**config.mk**
```make
export PLATFORM = sky130hd
export DESIGN_NAME = srss_system_config_unit
export DESIGN_NICKNAME = d
export VERILOG_FILES = /design/src/pkg/srss_pkg.sv /design/src/verilog/srss_system_config_unit.sv
export VERILOG_INCLUDE_DIRS = /design/src /design/src/pkg
export SDC_FILE = /design/constraint.sdc
export NUM_CORES = 1
export LEC_CHECK = 0
export BUFFER_PORTS_ARGS = -buffer_cell sky130_fd_sc_hd__buf_2
export CAP_MARGIN = 20
export CORE_MARGIN = 4
export CORE_UTILIZATION = 40
export DETAILED_ROUTE_END_ITERATION = 7
export PLACE_DENSITY = 0.7
export SYNTH_ARGS = -nofsm -noshare
export SYNTH_HDL_FRONTEND = slang
export SYNTH_SLANG_ARGS = --single-unit
```
**constraint.sdc**
```tcl
create_clock -name ref_clk -period 2.8 [get_ports ref_clk]
set_clock_uncertainty 0.15 [all_clocks]
set_input_delay 0.14 -clock ref_clk [delete_from_list [all_inputs] [get_ports ref_clk]]
set_output_delay 0.14 -clock ref_clk [all_outputs]
set_load 0.02 [all_outputs]
```
**src/pkg/srss_defines.svh**
```systemverilog
// register offsets, field positions, codes and reset values of the
// system configuration unit; included by the package and the assertions
`ifndef SRSS_DEFINES_SVH
`define SRSS_DEFINES_SVH

`define SRSS_ADDR_W          8
`define SRSS_DATA_W          32
`define SRSS_CFG_OFFSET      8'h00
`define SRSS_WORD_ZERO       32'h0000_0000

`define SRSS_MEM_MAP_LSB     0
`define SRSS_MEM_MAP_MSB     1
`define SRSS_T1_CAP_LSB      2
`define SRSS_T1_CAP_MSB      3
`define SRSS_T2_CAP_LSB      4
`define SRSS_T2_CAP_MSB      5
`define SRSS_T3_CAP_LSB      6
`define SRSS_T3_CAP_MSB      7
`define SRSS_T1_TRIG_LSB     8
`define SRSS_T1_TRIG_MSB     10
`define SRSS_T2_TRIG_LSB     12
`define SRSS_T2_TRIG_MSB     14
`define SRSS_T3_TRIG_LSB     16
`define SRSS_T3_TRIG_MSB     18
`define SRSS_GPIO_AHB_BIT    24

`define SRSS_TRIG_GPIO       3'h0
`define SRSS_TRIG_COMPARATOR_ONE      3'h1
`define SRSS_TRIG_COMPARATOR_TWO      3'h2
`define SRSS_TRIG_ADC        3'h3

`define SRSS_CAP_PIN         2'h0
`define SRSS_CAP_COMPARATOR_ONE       2'h1
`define SRSS_CAP_COMPARATOR_TWO       2'h2

`define SRSS_MAP_SYS_FLASH   2'h1
`define SRSS_MAP_SRAM        2'h3

`define SRSS_MAP_RESET       2'h0
`define SRSS_CAP_RESET       2'h0
`define SRSS_TRIG_RESET      3'h0
`define SRSS_BIT_RESET       1'h0
`define SRSS_TIMERS          3

`endif

```
**src/pkg/srss_pkg.sv**
```systemverilog
// types of the system configuration unit
// assumes srss_defines.svh is on the include path
`include "srss_defines.svh"

package srss_pkg;

    typedef struct packed {
        logic [`SRSS_ADDR_W-1:0] addr;
        logic [`SRSS_DATA_W-1:0] wdata;
        logic                    wr;
        logic                    rd;
    } srss_bus_req_type;

    typedef struct packed {
        logic       gpio_ahb_sel;
        logic [2:0] t3_trigger_source;
        logic [2:0] t2_trigger_source;
        logic [2:0] t1_trigger_source;
        logic [1:0] t3_capture1_source;
        logic [1:0] t2_capture4_source;
        logic [1:0] t1_capture1_source;
        logic [1:0] mem_map;
    } srss_config_type;

    typedef enum logic {
        BOOT_LOAD,
        BOOT_DONE
    } srss_boot_state_type;

endpackage

```
**src/verilog/srss_system_config_unit.sv**
```systemverilog
// system configuration unit: remap select, gpio path select and
// routing of timer trigger and capture inputs
// assumes one clock, bus inputs synchronous to ref_clk, boot_mode stable
// around reset release
//
// What this block does
// - two-bit map field picks main flash, system flash or sram at zero
// - after reset the map field loads sampled boot mode; others clear
// - software write to the map field changes the remap at once
// - bit 24 steers gpio access: 0 single-cycle port, 1 ahb bus
// - timer three trigger field: gpio, comparator one, two, adc
// - timer two trigger field uses the same zero-to-three encoding
// - timer one trigger field routes gpio, comparators or adc
// - bits 7:6 pick timer three capture one: pin, comparator one, two
// - bits 5:4 pick timer two capture four: pin, comparator one, two
// - bits 3:2 pick timer one capture one: pin, comparator one, two
//
// Strobed register access was left to the implementer.

`timescale 1ns/10ps

module srss_system_config_unit
    import srss_pkg::*;
(
    input  wire logic                    ref_clk,          // 20 MHz clock
    input  wire logic                    rstn,             // async reset, low
    input  wire srss_bus_req_type        bus_req,          // register request
    output logic [`SRSS_DATA_W-1:0]      bus_rdata,        // read data
    input  wire logic [1:0]              boot_mode,        // sampled boot mode
    input  wire logic [`SRSS_TIMERS-1:0] trigger_pin,      // gpio trigger pins
    input  wire logic [`SRSS_TIMERS-1:0] capture_pin,      // capture pins
    input  wire logic                    comparator_one,   // comparator output
    input  wire logic                    comparator_two,   // comparator output
    input  wire logic                    adc_trigger,      // adc event
    output logic [1:0]                   mem_map_select,   // map field
    output logic                         map_main_flash,   // flash at zero
    output logic                         map_system_flash, // boot rom at zero
    output logic                         map_sram,         // sram at zero
    output logic                         gpio_ahb_select,  // 1 ahb path
    output logic [`SRSS_TIMERS-1:0]      external_trigger_input, // to timers
    output logic [`SRSS_TIMERS-1:0]      capture_input     // to timers
);

    srss_config_type             cfg;
    srss_config_type             next_cfg;
    srss_boot_state_type         boot_state;
    srss_boot_state_type         next_boot_state;
    logic [`SRSS_DATA_W-1:0]     next_rdata;
    logic                        next_main;
    logic                        next_sys;
    logic                        next_sram;
    logic [`SRSS_TIMERS-1:0]     next_trig;
    logic [`SRSS_TIMERS-1:0]     next_cap;
    logic [2:0]                  trig_code [`SRSS_TIMERS];
    logic [1:0]                  cap_code  [`SRSS_TIMERS];
    logic                        cfg_hit;
    logic                        cfg_wr;
    logic                        cfg_rd;
    logic                        boot_load;

    // reserved trigger codes fall to the default branch and read low
    function automatic logic trig_mux(
        input logic [2:0] code,
        input logic       pin,
        input logic       c1,
        input logic       c2,
        input logic       adc
    );
        logic result;
        result = 1'b0;
        case (code)
            `SRSS_TRIG_GPIO:  result = pin;
            `SRSS_TRIG_COMPARATOR_ONE: result = c1;
            `SRSS_TRIG_COMPARATOR_TWO: result = c2;
            `SRSS_TRIG_ADC:   result = adc;
            default:          result = 1'b0;
        endcase
        return result;
    endfunction

    function automatic logic cap_mux(
        input logic [1:0] code,
        input logic       pin,
        input logic       c1,
        input logic       c2
    );
        logic result;
        result = 1'b0;
        case (code)
            `SRSS_CAP_PIN:   result = pin;
            `SRSS_CAP_COMPARATOR_ONE: result = c1;
            `SRSS_CAP_COMPARATOR_TWO: result = c2;
            default:         result = 1'b0;
        endcase
        return result;
    endfunction

    // only defined fields are packed back; every reserved bit stays zero
    function automatic logic [`SRSS_DATA_W-1:0] cfg_word(
        input srss_config_type c
    );
        logic [`SRSS_DATA_W-1:0] w;
        w = `SRSS_WORD_ZERO;
        w[`SRSS_MEM_MAP_MSB:`SRSS_MEM_MAP_LSB] = c.mem_map;
        w[`SRSS_T1_CAP_MSB:`SRSS_T1_CAP_LSB]   = c.t1_capture1_source;
        w[`SRSS_T2_CAP_MSB:`SRSS_T2_CAP_LSB]   = c.t2_capture4_source;
        w[`SRSS_T3_CAP_MSB:`SRSS_T3_CAP_LSB]   = c.t3_capture1_source;
        w[`SRSS_T1_TRIG_MSB:`SRSS_T1_TRIG_LSB] = c.t1_trigger_source;
        w[`SRSS_T2_TRIG_MSB:`SRSS_T2_TRIG_LSB] = c.t2_trigger_source;
        w[`SRSS_T3_TRIG_MSB:`SRSS_T3_TRIG_LSB] = c.t3_trigger_source;
        w[`SRSS_GPIO_AHB_BIT]                  = c.gpio_ahb_sel;
        return w;
    endfunction

    // an unmapped address is ignored on write and reads back zero
    assign cfg_hit = (bus_req.addr == `SRSS_CFG_OFFSET);
    assign cfg_wr  = bus_req.wr && cfg_hit;
    assign cfg_rd  = bus_req.rd && cfg_hit;

    // boot load: one cycle after reset release the map field takes boot_mode
    always_comb
    begin
        next_boot_state = boot_state;
        boot_load       = 1'b0;
        case (boot_state)
            BOOT_LOAD:
            begin
                boot_load       = 1'b1;
                next_boot_state = BOOT_DONE;
            end
            BOOT_DONE:
            begin
                next_boot_state = BOOT_DONE;
            end
            default:
            begin
                // an illegal state falls back to normal running
                next_boot_state = BOOT_DONE;
            end
        endcase
    end

    always_ff @(posedge ref_clk or negedge rstn)
    begin
        if (!rstn)
        begin
            boot_state <= BOOT_LOAD;
        end
        else
        begin
            boot_state <= next_boot_state;
        end
    end

    // register state
    always_comb
    begin
        next_cfg = cfg;
        if (boot_load)
        begin
            next_cfg.mem_map = boot_mode;
        end
        // a write in the load cycle wins: software overrides the boot pick
        if (cfg_wr)
        begin
            next_cfg.mem_map =
                bus_req.wdata[`SRSS_MEM_MAP_MSB:`SRSS_MEM_MAP_LSB];
            next_cfg.t1_capture1_source =
                bus_req.wdata[`SRSS_T1_CAP_MSB:`SRSS_T1_CAP_LSB];
            next_cfg.t2_capture4_source =
                bus_req.wdata[`SRSS_T2_CAP_MSB:`SRSS_T2_CAP_LSB];
            next_cfg.t3_capture1_source =
                bus_req.wdata[`SRSS_T3_CAP_MSB:`SRSS_T3_CAP_LSB];
            next_cfg.t1_trigger_source =
                bus_req.wdata[`SRSS_T1_TRIG_MSB:`SRSS_T1_TRIG_LSB];
            next_cfg.t2_trigger_source =
                bus_req.wdata[`SRSS_T2_TRIG_MSB:`SRSS_T2_TRIG_LSB];
            next_cfg.t3_trigger_source =
                bus_req.wdata[`SRSS_T3_TRIG_MSB:`SRSS_T3_TRIG_LSB];
            next_cfg.gpio_ahb_sel = bus_req.wdata[`SRSS_GPIO_AHB_BIT];
        end
    end

    always_ff @(posedge ref_clk or negedge rstn)
    begin
        if (!rstn)
        begin
            cfg.mem_map            <= `SRSS_MAP_RESET;
            cfg.t1_capture1_source <= `SRSS_CAP_RESET;
            cfg.t2_capture4_source <= `SRSS_CAP_RESET;
            cfg.t3_capture1_source <= `SRSS_CAP_RESET;
            cfg.t1_trigger_source  <= `SRSS_TRIG_RESET;
            cfg.t2_trigger_source  <= `SRSS_TRIG_RESET;
            cfg.t3_trigger_source  <= `SRSS_TRIG_RESET;
            cfg.gpio_ahb_sel       <= `SRSS_BIT_RESET;
        end
        else
        begin
            cfg <= next_cfg;
        end
    end

    // read path; unmapped reads return zero
    always_comb
    begin
        next_rdata = `SRSS_WORD_ZERO;
        if (cfg_rd)
        begin
            next_rdata = cfg_word(cfg);
        end
    end

    always_ff @(posedge ref_clk or negedge rstn)
    begin
        if (!rstn)
        begin
            bus_rdata <= `SRSS_WORD_ZERO;
        end
        else
        begin
            bus_rdata <= next_rdata;
        end
    end

    // remap decode from the next value so the map follows the field
    always_comb
    begin
        next_main = 1'b0;
        next_sys  = 1'b0;
        next_sram = 1'b0;
        // only bit 0 tells main flash apart, so code 10 maps main flash too
        case (next_cfg.mem_map)
            `SRSS_MAP_SYS_FLASH: next_sys  = 1'b1;
            `SRSS_MAP_SRAM:      next_sram = 1'b1;
            default:             next_main = 1'b1;
        endcase
    end

    // timer source codes as arrays for the routing loop
    assign trig_code[0] = next_cfg.t1_trigger_source;
    assign trig_code[1] = next_cfg.t2_trigger_source;
    assign trig_code[2] = next_cfg.t3_trigger_source;
    assign cap_code[0]  = next_cfg.t1_capture1_source;
    assign cap_code[1]  = next_cfg.t2_capture4_source;
    assign cap_code[2]  = next_cfg.t3_capture1_source;

    // index 0 timer one, 1 timer two, 2 timer three
    genvar gi;
    generate
        for (gi = 0; gi < `SRSS_TIMERS; gi++)
        begin : g_route
            always_comb
            begin
                next_trig[gi] = trig_mux(trig_code[gi],
                                         trigger_pin[gi],
                                         comparator_one,
                                         comparator_two,
                                         adc_trigger);
                next_cap[gi]  = cap_mux(cap_code[gi],
                                        capture_pin[gi],
                                        comparator_one,
                                        comparator_two);
            end
        end
    endgenerate

    // remap outputs follow next_cfg so a write shows right after its edge
    always_ff @(posedge ref_clk or negedge rstn)
    begin
        if (!rstn)
        begin
            mem_map_select         <= `SRSS_MAP_RESET;
            map_main_flash         <= 1'b1;
            map_system_flash       <= 1'b0;
            map_sram               <= 1'b0;
            gpio_ahb_select        <= `SRSS_BIT_RESET;
        end
        else
        begin
            mem_map_select         <= next_cfg.mem_map;
            map_main_flash         <= next_main;
            map_system_flash       <= next_sys;
            map_sram               <= next_sram;
            gpio_ahb_select        <= next_cfg.gpio_ahb_sel;
        end
    end

    // routed signals cost one cycle of latency so every output is a flop
    always_ff @(posedge ref_clk or negedge rstn)
    begin
        if (!rstn)
        begin
            external_trigger_input <= '0;
            capture_input          <= '0;
        end
        else
        begin
            external_trigger_input <= next_trig;
            capture_input          <= next_cap;
        end
    end

endmodule
```
* Word-level counts from Yosys, hierarchy flattened *
Index checks and enable logic that the tools add are counted.

storage, ports and cells
  register bits = 60
  latch bits = 0
  RAM bits = 0
  memory bits (read-only) = 0
  input port bits = 55
  output and inout bits = 44
  logic and storage cells = 54
  memories kept = 0

operators by class
  $add $sub $neg = 0
  $mul = 0
  div/mod/pow operators = 0
  order comparisons = 0
  equal/unequal tests = 17
  shift operators = 0
  multiplexer cells = 12
  bitwise gates (word level) = 0
  reductions and logical operators = 10

operators with widths
  kind                number
  $mux 25             1
  $eq 3x2->1 const B  6
  $mux 17             1
  $pmux 1 s4          3
  $eq 3x1->1 const B  3
  $logic_not 3->1     3
  $pmux 1 s3          3
  $eq 2x1->1 const B  4
  $eq 2x2->1 const B  4
  $logic_not 8->1     1
  $logic_not 2->1     3
  $mux 1              3
  $logic_and 1x1->1   2
  $mux 2              1
  $reduce_or 2->1     1

* Depth between registers and ports, before layout *
Gate-level depths: netlist of run 1.

  depth after elaboration = 6
  gate-level depth with buffers = 7
  mapped depth without buffers = 5

* Worst setup path after synthesis of run 1 *
OpenSTA, ideal clock, no wires.

  path kind = input port to flip-flop
  start = input port bus_req[39] (netlist name)
  end = register external_trigger_input[1]
  library setup time = 0.135 ns
  arrival time = 1.352 ns
  required time = 2.515 ns
  slack = 1.162 ns
  cell stages on the path = 7
  path buffers = 2
  cell sequence = nor4_1 > nand3_1 > buf_6 > clkbuf_8 > and3b_1 > nor4_1 > a211oi_1

between the ends
  cells in the longest elaborated chain, start to end = 5
  elaborated cells between the ends (all ways) = 8
  those cells by class = eq/ne (3); mux (2); reduce/logical (3)

RTL lines
  what                                RTL line                        text
  from (decl)                         srss_system_config_unit.sv:27   input wire srss_bus_req_type bus_req,
  $logic_not 8->1 (no source line) *  n/a
  $logic_and 1x1->1 *                 srss_system_config_unit.sv:117  assign cfg_wr = bus_req.wr && cfg_hit;
  $mux 17 *                           srss_system_config_unit.sv:164  if (cfg_wr)
  $eq 3x2->1 (tied with other cells)  srss_system_config_unit.sv:71   case (code)
  $pmux 1 s4 *                        srss_system_config_unit.sv:71
  named net next_trig[1]              srss_system_config_unit.sv:52   logic [`SRSS_TIMERS-1:0] next_trig;
  to (signal assigned)                srss_system_config_unit.sv:298  external_trigger_input <= next_trig;
  to (decl)                           srss_system_config_unit.sv:40   output logic [`SRSS_TIMERS-1:0] external_trigger_input,

Mark *: on every way through the listed nets, which the timed path passes. The rest lies on a longest branch.
A chain may end at the register's enable or synchronous reset.

==> results.json, run 1 <==
{
  "status": "finished, violations left",
  "violations": "hold timing",
  "syn_area_sq_um": 1980,
  "grt_pass1_wl_um": 6260,
  "clock_sinks": 46,
  "fin_tns_setup_ns": 0,
  "vias_per_cell": 4.35,
  "dr_wl_met2_um": 2150,
  "antennaDiodeCount": 0,
  "drc": 0,
  "cap_violations": 0,
  "routedWlPerCell_um": 12.4,
  "yosys-mux-area-fraction": 0.141,
  "routabilityCongestion": 0.695,
  "synth_top_family_by_area": "multiplexers",
  "antenna_found_initial": 0,
  "holdWs_ns": -0.00334,
  "rows": 25,
  "ys_types": 28,
  "worst_path_max_delay_cell": "mux2_4",
  "initial_core_util": 0.416,
  "path_max_fanout": 28,
  "synthCells": 162,
  "power.leakage_nw": 1.56,
  "worstHoldPathCells": 3,
  "ff2ff_setup_slack_ns": 1.43,
  "clkTransAtPathRegs_ns": 0.08,
  "crit_type": "input pin to flip-flop",
  "wl_met1_um": 1540,
  "hold_violations": 1,
  "drt_pass1_iterations": 4,
  "core_sq_um": 4750,
  "cp.required_ns": 2.86,
  "ctsLongestPathBuffers": 2,
  "yosys.area_share.simple": 0.127,
  "gr-usage-all-layers": 0.135,
  "fin_crit_sh": 0.596,
  "cp_cell_sequence": "buf_2 -> nor4_1 -> nand3_1 -> buf_4 -> mux2_4 -> and4b_1 -> a211oi_2",
  "h-tree-depth": 2,
  "drive_above_1_share": 0.370,
  "grt-ovfl-total": 0,
  "rr_worst_depth": 4,
  "drtAntennaViolNets": 0,
  "start_kind": "input pin",
  "path_buf_inv": 2,
  "synthXorXnorAreaFrac": 0,
  "syn_avg_cell_area_sq_um": 12.2,
  "ys_seq_elements": 46,
  "drtIter0Drc": 34,
  "cts_buffers": 5,
  "cp.arrival_ns": 1.72,
  "pin_count": 99,
  "grt_max_degree": 47,
  "postCtsSetupRepairBufs": 0,
  "ir_drop_v": 0.000213,
  "wl_met3_um": 263,
  "grt_setup_unrepaired": "false",
  "area_growth_pct": 33.4,
  "wl_um": 3980,
  "power_density_nw_per_um2": 512,
  "synthAdderAreaFrac": 0,
  "clock.fmax_mhz": 600,
  "yosysWarnings": 0,
  "cts_tree": "built",
  "setup_viol": 0,
  "synth-seq-area-share": 0.583,
  "synth_compound_area_frac": 0.0317,
  "num_vias": 1397,
  "maxSlewViolCount": 0,
  "min-delay-path-class": "input pin to flip-flop",
  "highest_layer": "met4",
  "grt_pass1_vias": 1368,
  "fp.dieW_um": 78.3,
  "die_h_um": 78.3,
  "fin_crit_ns": 1.67,
  "place_ws_ns": 0.834,
  "numPortBuffers": 70,
  "fin_nets": 308,
  "clockRootBuffer": "clkbuf_8",
  "worstSetupEndpointType": "flip-flop",
  "hpwl_um": 2660,
  "cp_top_family": "simple AND/OR/NAND/NOR gates",
  "die_area_sq_um": 6130,
  "clock_latency_ns": 0.29,
  "worst_slack_ns": 1.13,
  "worst_path_largest_cell_delay_ns": 0.35,
  "crit_cells": 7
}
[flip-flops by register name, indices dropped and copies added, names as in the netlist]
signal and cells:
bus_rdata 18, cfg 15, capture_input 3, external_trigger_input 3, mem_map_select 2, boot_state 1, gpio_ahb_select 1, map_main_flash 1
map_sram 1, map_system_flash 1
[worst min-delay path, stage by stage]
cell     delay [ns]
buf_2          0.08
mux2i_1        0.05
o21ai_0        0.14
[cell families after synthesis]
group | Yosys count
other cells | 2
simple gates | 43
compound gates | 10
flops | 46
mux | 25
buf+inv | 36
[path summary, 6_finish.rpt]
check | startpoint | end
worst max-delay path | bus_req[37] | external_trigger_input[0]$_DFF_PN0_
worst min-delay path | capture_pin[1] | capture_input[1]$_DFF_PN0_
worst max register to register | boot_state$_DFF_PN0_ | map_sram$_DFF_PN0_
worst min register to register | cfg[10]$_DFF_PN0_ | bus_rdata[10]$_DFF_PN0_
max in group asynchronous | rstn | map_main_flash$_DFF_PN1_
min in group asynchronous | rstn | bus_rdata[0]$_DFF_PN0_
[routing by layer]
metal | global-route usage | vias to the layer above
met4 | 0.0437 | 0
met2 | 0.247 | 49
met1 | 0.147 | 663
met5 | 0 | -
met3 | 0.0436 | 5
li1 | - | 680
[layout by cell type (no fill, tap or decap), types with 2 or more instances in the layout]
cell and n:
buf_2 70, dfrtp_1 45, dlygate4sd3_1 21, and2_1 18
conb_1 15, mux2i_1 14, inv_1 14, mux2_2 9
nand2_1 7, nand3_1 5, clkbuf_8 5, nor4_1 4
o21ai_0 3, a21oi_1 3, and3b_1 2, and3_1 2
a211oi_1 2, nor2_1 2, clkinv_2 2
[layout make-up]
| type | instances | area [sq um] |
|---|---|---|
| Clock buffer | 5 | 68.8 |
| Timing Repair Buffer | 93 | 588 |
| Clock inverter | 3 | 40.0 |
| Sequential cell | 46 | 1150 |
| Multi-Input combinational cell | 93 | 649 |
| Tap cell | 67 | 83.8 |
| Inverter | 14 | 52.6 |
| Fill cell | 422 | 2120 |
[power breakdown]
part | total (W) | leakage [nW] | internal [W] | switching (W)
combinational | 0.000172 | 0.891 | 0.0000775 | 0.0000942
sequential | 0.000703 | 0.614 | 0.000691 | 0.0000115
clock | 0.000476 | 0.0579 | 0.000263 | 0.000213
[per-stage QoR]
step | total power (W) | utilization | hold slack (ns) | cells | cell area (sq um)
2_1_floorplan | 0.000814 | - | -0.306 | 175 | 2020
3_3_place_gp | 0.000860 | 0.483 | 0.202 | 291 | 2300
3_5_place_dp | 0.000863 | 0.483 | 0.208 | 291 | 2300
4_1_cts | 0.00136 | 0.550 | 0.00256 | 320 | 2620
5_1_grt | 0.00141 | 0.554 | 0.000345 | 321 | 2640
6_report | 0.00135 | 0.554 | -0.00334 | 321 | 2640
[cells in the mapped netlist (all sizes together)]
| library cell | instances | area (sq um) |
|---|---|---|
| a211oi | 3 | 27.5 |
| a21oi | 3 | 15.0 |
| and2 | 18 | 113 |
| and3 | 3 | 20.0 |
| and3b | 2 | 17.5 |
| and4b | 1 | 10.0 |
| buf | 18 | 135 |
| clkbuf | 4 | 35.0 |
| conb | 2 | 7.51 |
| dfrtp | 45 | 1130 |
| dfstp | 1 | 26.3 |
| inv | 14 | 52.6 |
| mux2 | 10 | 116 |
| mux2i | 15 | 163 |
| nand2 | 7 | 26.3 |
| nand3 | 5 | 25.0 |
| nand3b | 1 | 7.51 |
| nor2 | 2 | 7.51 |
| nor4 | 4 | 25.0 |
| o21ai | 4 | 20.0 |
[what timing repair did]
action                                 4_1_cts  5_1_grt
setup endpoints to repair                    0        0
gates resized for setup                      0        0
endpoints found under the hold margin       69        0
hold buffers                                21        0
(Power assumes the default switching activity.)
==> run 2: changes to the inputs <==
--- a/config.mk
+++ b/config.mk
@@ -11,7 +11,7 @@
 export CORE_MARGIN = 4
 export CORE_UTILIZATION = 40
 export DETAILED_ROUTE_END_ITERATION = 7
-export PLACE_DENSITY = 0.7
+export PLACE_DENSITY = 0.73
 export SYNTH_ARGS = -nofsm -noshare
 export SYNTH_HDL_FRONTEND = slang
 export SYNTH_SLANG_ARGS = --single-unit
==> constraint.sdc (replaced) <==
create_clock -name ref_clk -period 1.4 [get_ports ref_clk]
set_clock_uncertainty 0.15 [all_clocks]
set_input_delay 0.07 -clock ref_clk [delete_from_list [all_inputs] [get_ports ref_clk]]
set_output_delay 0.07 -clock ref_clk [all_outputs]
set_load 0.02 [all_outputs]
==> results.json, run 2 (same netlist as run 1, synthesis figures left out) <==
{
  "numPortBuffers": 70,
  "vias_per_cell": 4.25,
  "status": "finished clean",
  "worstSetupEndpointType": "flip-flop",
  "path_max_fanout": 25,
  "reg_top3": "bus_rdata x18, cfg x15",
  "holdWs_ns": 0.0101,
  "cap_violations": 0,
  "drc": 0,
  "num_vias": 1404,
  "cts_buffers": 5,
  "cp.arrival_ns": 1.44,
  "final_common_cell": "buf_2",
  "clock_sinks": 46,
  "worst_path_largest_cell_delay_ns": 0.32,
  "hpwl_um": 2860,
  "power_density_nw_per_um2": 932,
  "rows": 25,
  "maxSlewViolCount": 0,
  "final_cell_mix": "buf_2, dfrtp_1, dlygate4sd3_1, and2_1, conb_1",
  "area_growth_pct": 41.0,
  "antennaDiodeCount": 0,
  "ir_drop_v": 0.000373,
  "gr-usage-all-layers": 0.132,
  "clkTransAtPathRegs_ns": 0.07,
  "worst_slack_ns": 0.0184,
  "worst_path_max_delay_cell": "mux2_4",
  "cp_cell_sequence": "buf_6 -> nor4_4 -> nand3_2 -> buf_12 -> mux2_4 -> and4b_1 -> a211oi_2",
  "place_ws_ns": -0.298,
  "drive_above_1_share": 0.426,
  "grt_max_degree": 26,
  "drt_pass1_iterations": 4,
  "fin_crit_ns": 1.38,
  "fp.dieW_um": 78.3,
  "grt_pass1_wl_um": 6270,
  "routedWlPerCell_um": 12.1,
  "postPlaceCellArea_sq_um": 2430,
  "ff2ff_setup_slack_ns": 0.07,
  "fin_nets": 317,
  "die_area_sq_um": 6130,
  "antenna_found_initial": 0,
  "fin_crit_sh": 0.987,
  "stdcell_area_sq_um": 2790,
  "start_kind": "input pin",
  "wl_um": 4000,
  "clock.fmax_mhz": 724,
  "die_h_um": 78.3,
  "grt-ovfl-total": 0,
  "routabilityCongestion": 0.738,
  "clock_latency_ns": 0.29,
  "min-delay-path-class": "input pin to flip-flop",
  "drtAntennaViolNets": 0,
  "core_sq_um": 4750,
  "h-tree-depth": 2,
  "setup_viol": 0,
  "multi_input_area_sq_um": 718,
  "cp.required_ns": 1.46,
  "initial_core_util": 0.416,
  "fillers": 432,
  "grt_pass1_vias": 1406,
  "regArea_sq_um": 1150,
  "power.leakage_nw": 1.59,
  "crit_type": "input pin to flip-flop",
  "hold_violations": 0,
  "clockRootBuffer": "clkbuf_8",
  "drtIter0Drc": 62,
  "pin_count": 99,
  "top_register": "bus_rdata",
  "ctsLongestPathBuffers": 2,
  "cts_tree": "built",
  "largest_reg_flops": 18
}
run 2: cell types whose count changed in the layout (fill, tap and decap cells not counted), sizes merged:
cell    before  now
bufinv       1    0
clkinv       2    1
clkbuf       5    7
buf         72   81
run 2: what timing repair did:
item                                    4_1_cts  5_1_grt
endpoints found under the setup margin        0        6
hold buffers                                 21        0
gates resized for setup                       0        7
setup buffers                                 0        2
hold endpoints to repair                     69        0
run 2: routing by layer:
metal	global-route usage	part of all wire	wire length [um]	vias up
met4	0.0594	0.016	65	0
met3	0.0356	0.063	253	8
met1	0.154	0.42	1690	652
met5	0	0	0	-
met2	0.227	0.50	1990	47
li1	-	-	-	697
run 2: where the power goes:
part / total [W] / switching, W / leakage, nW / internal, W
Sequential: 0.00140 / 0.0000222 / 0.614 / 0.00138
Combinational: 0.000385 / 0.000204 / 0.928 / 0.000181
Clock: 0.000808 / 0.000410 / 0.0482 / 0.000398
Total: 0.00260 / 0.000636 / 1.59 / 0.00196
run 2: final timing paths:
path,start,endpoint,cells past startpoint
max in group asynchronous,rstn,bus_rdata[12]$_DFF_PN0_,3
hold reg to reg,cfg[10]$_DFF_PN0_,bus_rdata[10]$_DFF_PN0_,1
setup reg to reg,boot_state$_DFF_PN0_,map_sram$_DFF_PN0_,4
min in group asynchronous,rstn,cfg[8]$_DFF_PN0_,2
setup / recovery,bus_req[40],external_trigger_input[0]$_DFF_PN0_,7
hold / removal,bus_req[15],cfg[12]$_DFF_PN0_,4
run 2: final cells by class:
| type | count | share of cell area |
|---|---|---|
| clock buffer | 7 | 0.0310 |
| clock inverter | 1 | 0.00180 |
| inverter | 14 | 0.0189 |
| multi-input combinational | 93 | 0.258 |
| sequential | 46 | 0.414 |
| tap | 67 | 0.0301 |
| timing repair buffer | 102 | 0.247 |
run 2: through the flow:
stage	setup TNS [ns]	std cells	power, W	util
3_3_place_gp	-2.50	299	0.00176	0.512
4_1_cts	0	328	0.00261	0.575
6_report	0	330	0.00260	0.586
5_1_grt	-0.0502	330	0.00274	0.586
3_5_place_dp	-3.03	299	0.00176	0.512
2_1_floorplan	-0.341	175	0.00163	-
run 2: worst max-delay path: cells and delay by family:
kind / cells / cell delay, ns
AO/OA/AOI/OAI: 1 / 0.13
buffers and inverters: 2 / 0.29
AND/OR/NAND/NOR: 3 / 0.62
multiplexers: 1 / 0.32
==> run 3: changes to the inputs <==
--- a/config.mk
+++ b/config.mk
@@ -11,7 +11,7 @@
 export CORE_MARGIN = 4
 export CORE_UTILIZATION = 40
 export DETAILED_ROUTE_END_ITERATION = 7
-export PLACE_DENSITY = 0.73
+export PLACE_DENSITY = 0.7
 export SYNTH_ARGS = -nofsm -noshare
 export SYNTH_HDL_FRONTEND = slang
 export SYNTH_SLANG_ARGS = --single-unit
==> constraint.sdc (replaced) <==
create_clock -name ref_clk -period 1.5 [get_ports ref_clk]
set_clock_uncertainty 0.15 [all_clocks]
set_input_delay 0.075 -clock ref_clk [delete_from_list [all_inputs] [get_ports ref_clk]]
set_output_delay 0.075 -clock ref_clk [all_outputs]
set_load 0.02 [all_outputs]
==> results.json, run 3 (same netlist as run 1, synthesis figures left out) <==
{
  "largest_reg_flops": 18,
  "num_vias": 1419,
  "swShare": 0.246,
  "numPortBuffers": 70,
  "routedWlPerCell_um": 12.8,
  "multi_input_area_sq_um": 742,
  "die_area_sq_um": 6130,
  "drc": 0,
  "ff2ff_setup_slack_ns": 0.16,
  "area_growth_pct": 45.0,
  "stdcell_area_sq_um": 2860,
  "place_ws_ns": -0.243,
  "rr_worst_depth": 4,
  "cp.arrival_ns": 1.49,
  "fin_nets": 318,
  "die_h_um": 78.3,
  "cts_tree": "built",
  "power.leakage_nw": 1.62,
  "pin_count": 99,
  "min-delay-path-class": "input pin to flip-flop",
  "clockRootBuffer": "clkbuf_8",
  "cp_top_family": "simple AND/OR/NAND/NOR gates",
  "layout.cells.non_filler": 331,
  "fin_crit_ns": 1.43,
  "rows": 25,
  "initial_core_util": 0.416,
  "wl_um": 4230,
  "regArea_sq_um": 1150,
  "cap_violations": 0,
  "top_register": "bus_rdata",
  "worst_path_max_delay_cell": "nor4_4",
  "ir_drop_v": 0.000371,
  "drtAntennaViolNets": 0,
  "r2r_end": "map_sram$_DFF_PN0_",
  "start_kind": "input pin",
  "drt_pass1_iterations": 3,
  "grt_max_degree": 47,
  "cp.required_ns": 1.56,
  "worstSetupEndpointType": "flip-flop",
  "h-tree-depth": 2,
  "seq_power_share": 0.540,
  "final_common_cell": "buf_2",
  "fp.dieW_um": 78.3,
  "fillers": 414,
  "hold_violations": 0,
  "hpwl_um": 2810,
  "final_util": 0.602,
  "grt_pass1_vias": 1457,
  "antenna_found_initial": 0,
  "worstHoldPathCells": 4,
  "cp_cell_sequence": "buf_6 -> nor4_4 -> nand3_4 -> buf_12 -> mux2_4 -> and4b_1 -> a211oi_2",
  "holdPathEnd": "cfg[2]$_DFF_PN0_",
  "ctsLongestPathBuffers": 2,
  "postPlaceCellArea_sq_um": 2430,
  "setup_viol": 0,
  "fin_tns_setup_ns": 0,
  "clock_sinks": 46,
  "grt-ovfl-total": 0,
  "maxSlewViolCount": 0,
  "vias_per_cell": 4.29,
  "clock.fmax_mhz": 701,
  "path_max_fanout": 6,
  "p_switching_w": 0.000596,
  "grt_setup_unrepaired": "true",
  "worst_path_largest_cell_delay_ns": 0.33,
  "crit_type": "input pin to flip-flop",
  "drtIter0Drc": 51,
  "grt_pass1_wl_um": 6530,
  "drive_above_1_share": 0.424,
  "power_density_nw_per_um2": 848,
  "routabilityCongestion": 0.742,
  "path_buf_inv": 2,
  "cts_buffers": 5,
  "clock_latency_ns": 0.29,
  "status": "finished clean",
  "fin_crit_sh": 0.952,
  "hp-start": "bus_req[4]",
  "combPwrFrac": 0.150,
  "dpl.cell_count": 299,
  "final_cell_mix": "buf_2, dfrtp_1, dlygate4sd3_1, and2_1, conb_1",
  "reg_top3": "bus_rdata x18, cfg x15",
  "p_int_w": 0.00183,
  "reg2reg_from": "boot_state$_DFF_PN0_",
  "core_sq_um": 4750,
  "power.share.clock": 0.309,
  "worst_slack_ns": 0.0727,
  "clkTransAtPathRegs_ns": 0.08,
  "gr-usage-all-layers": 0.138,
  "antennaDiodeCount": 0
}
## run 3: cell count changes in the layout (fill, tap and decap cells not counted), moves of 2 or more
cell	delta
buf_6	+2
nor4_2	-2
clkbuf_16	+2
buf_4	-3
## run 3: worst min-delay path: stages
cell and delay (ns):
buf_2 0.08, mux2i_1 0.09, buf_4 0.15, inv_1 0.04
## run 3: layer usage
layer	vias to the layer above	track usage	share of wire
met5	-	0	0
met4	0	0.0542	0.013
met3	6	0.0344	0.061
met2	51	0.241	0.50
met1	663	0.163	0.42
li1	699	-	-
## run 3: how the worst max path moves through the flow
stage	to	start	cells after the start	slack (ns)
final	external_trigger_input[0]$_DFF_PN0_	bus_req[40]	7	0.07
after global routing	capture_input[2]$_DFF_PN0_	bus_req[40]	8	-0.01
after CTS	external_trigger_input[0]$_DFF_PN0_	bus_req[39]	7	0.06
after detailed placement	external_trigger_input[0]$_DFF_PN0_	bus_req[39]	7	-0.24
after global placement	external_trigger_input[0]$_DFF_PN0_	bus_req[37]	7	-0.20
after floorplan	external_trigger_input[1]$_DFF_PN0_	bus_req[39]	7	-0.007
## run 3: power groups by stage
stage                     Sequential, W  Combinational, W  Clock [W]
after CTS                       0.00131          0.000351   0.000777
final                           0.00131          0.000365   0.000751
after detailed placement        0.00133          0.000307          0
after global placement          0.00133          0.000301          0
after floorplan                 0.00136          0.000160          0
after global routing            0.00132          0.000398   0.000822
## run 3: repair_timing
item                                    4_1_cts  5_1_grt
resized for setup                             0       13
hold buffers                                 22        0
endpoints found under the hold margin        69        0
setup buffers                                 0        0
endpoints found under the setup margin        0        3
## run 3: area by class of cell
cell class	instances	area share
Multi-Input combinational cell	93	0.259
Tap cell	67	0.0293
Clock inverter	1	0.00175
Timing Repair Buffer	103	0.259
Clock buffer	7	0.0301
Sequential cell	46	0.402
Inverter	14	0.0183
## run 3: stage by stage
stage	power, W	hold slack [ns]
after floorplan	0.00152	-0.371
after global placement	0.00164	-0.0760
after detailed placement	0.00164	-0.0711
after CTS	0.00244	0.00452
after global routing	0.00254	0.0326
final	0.00243	0.0140
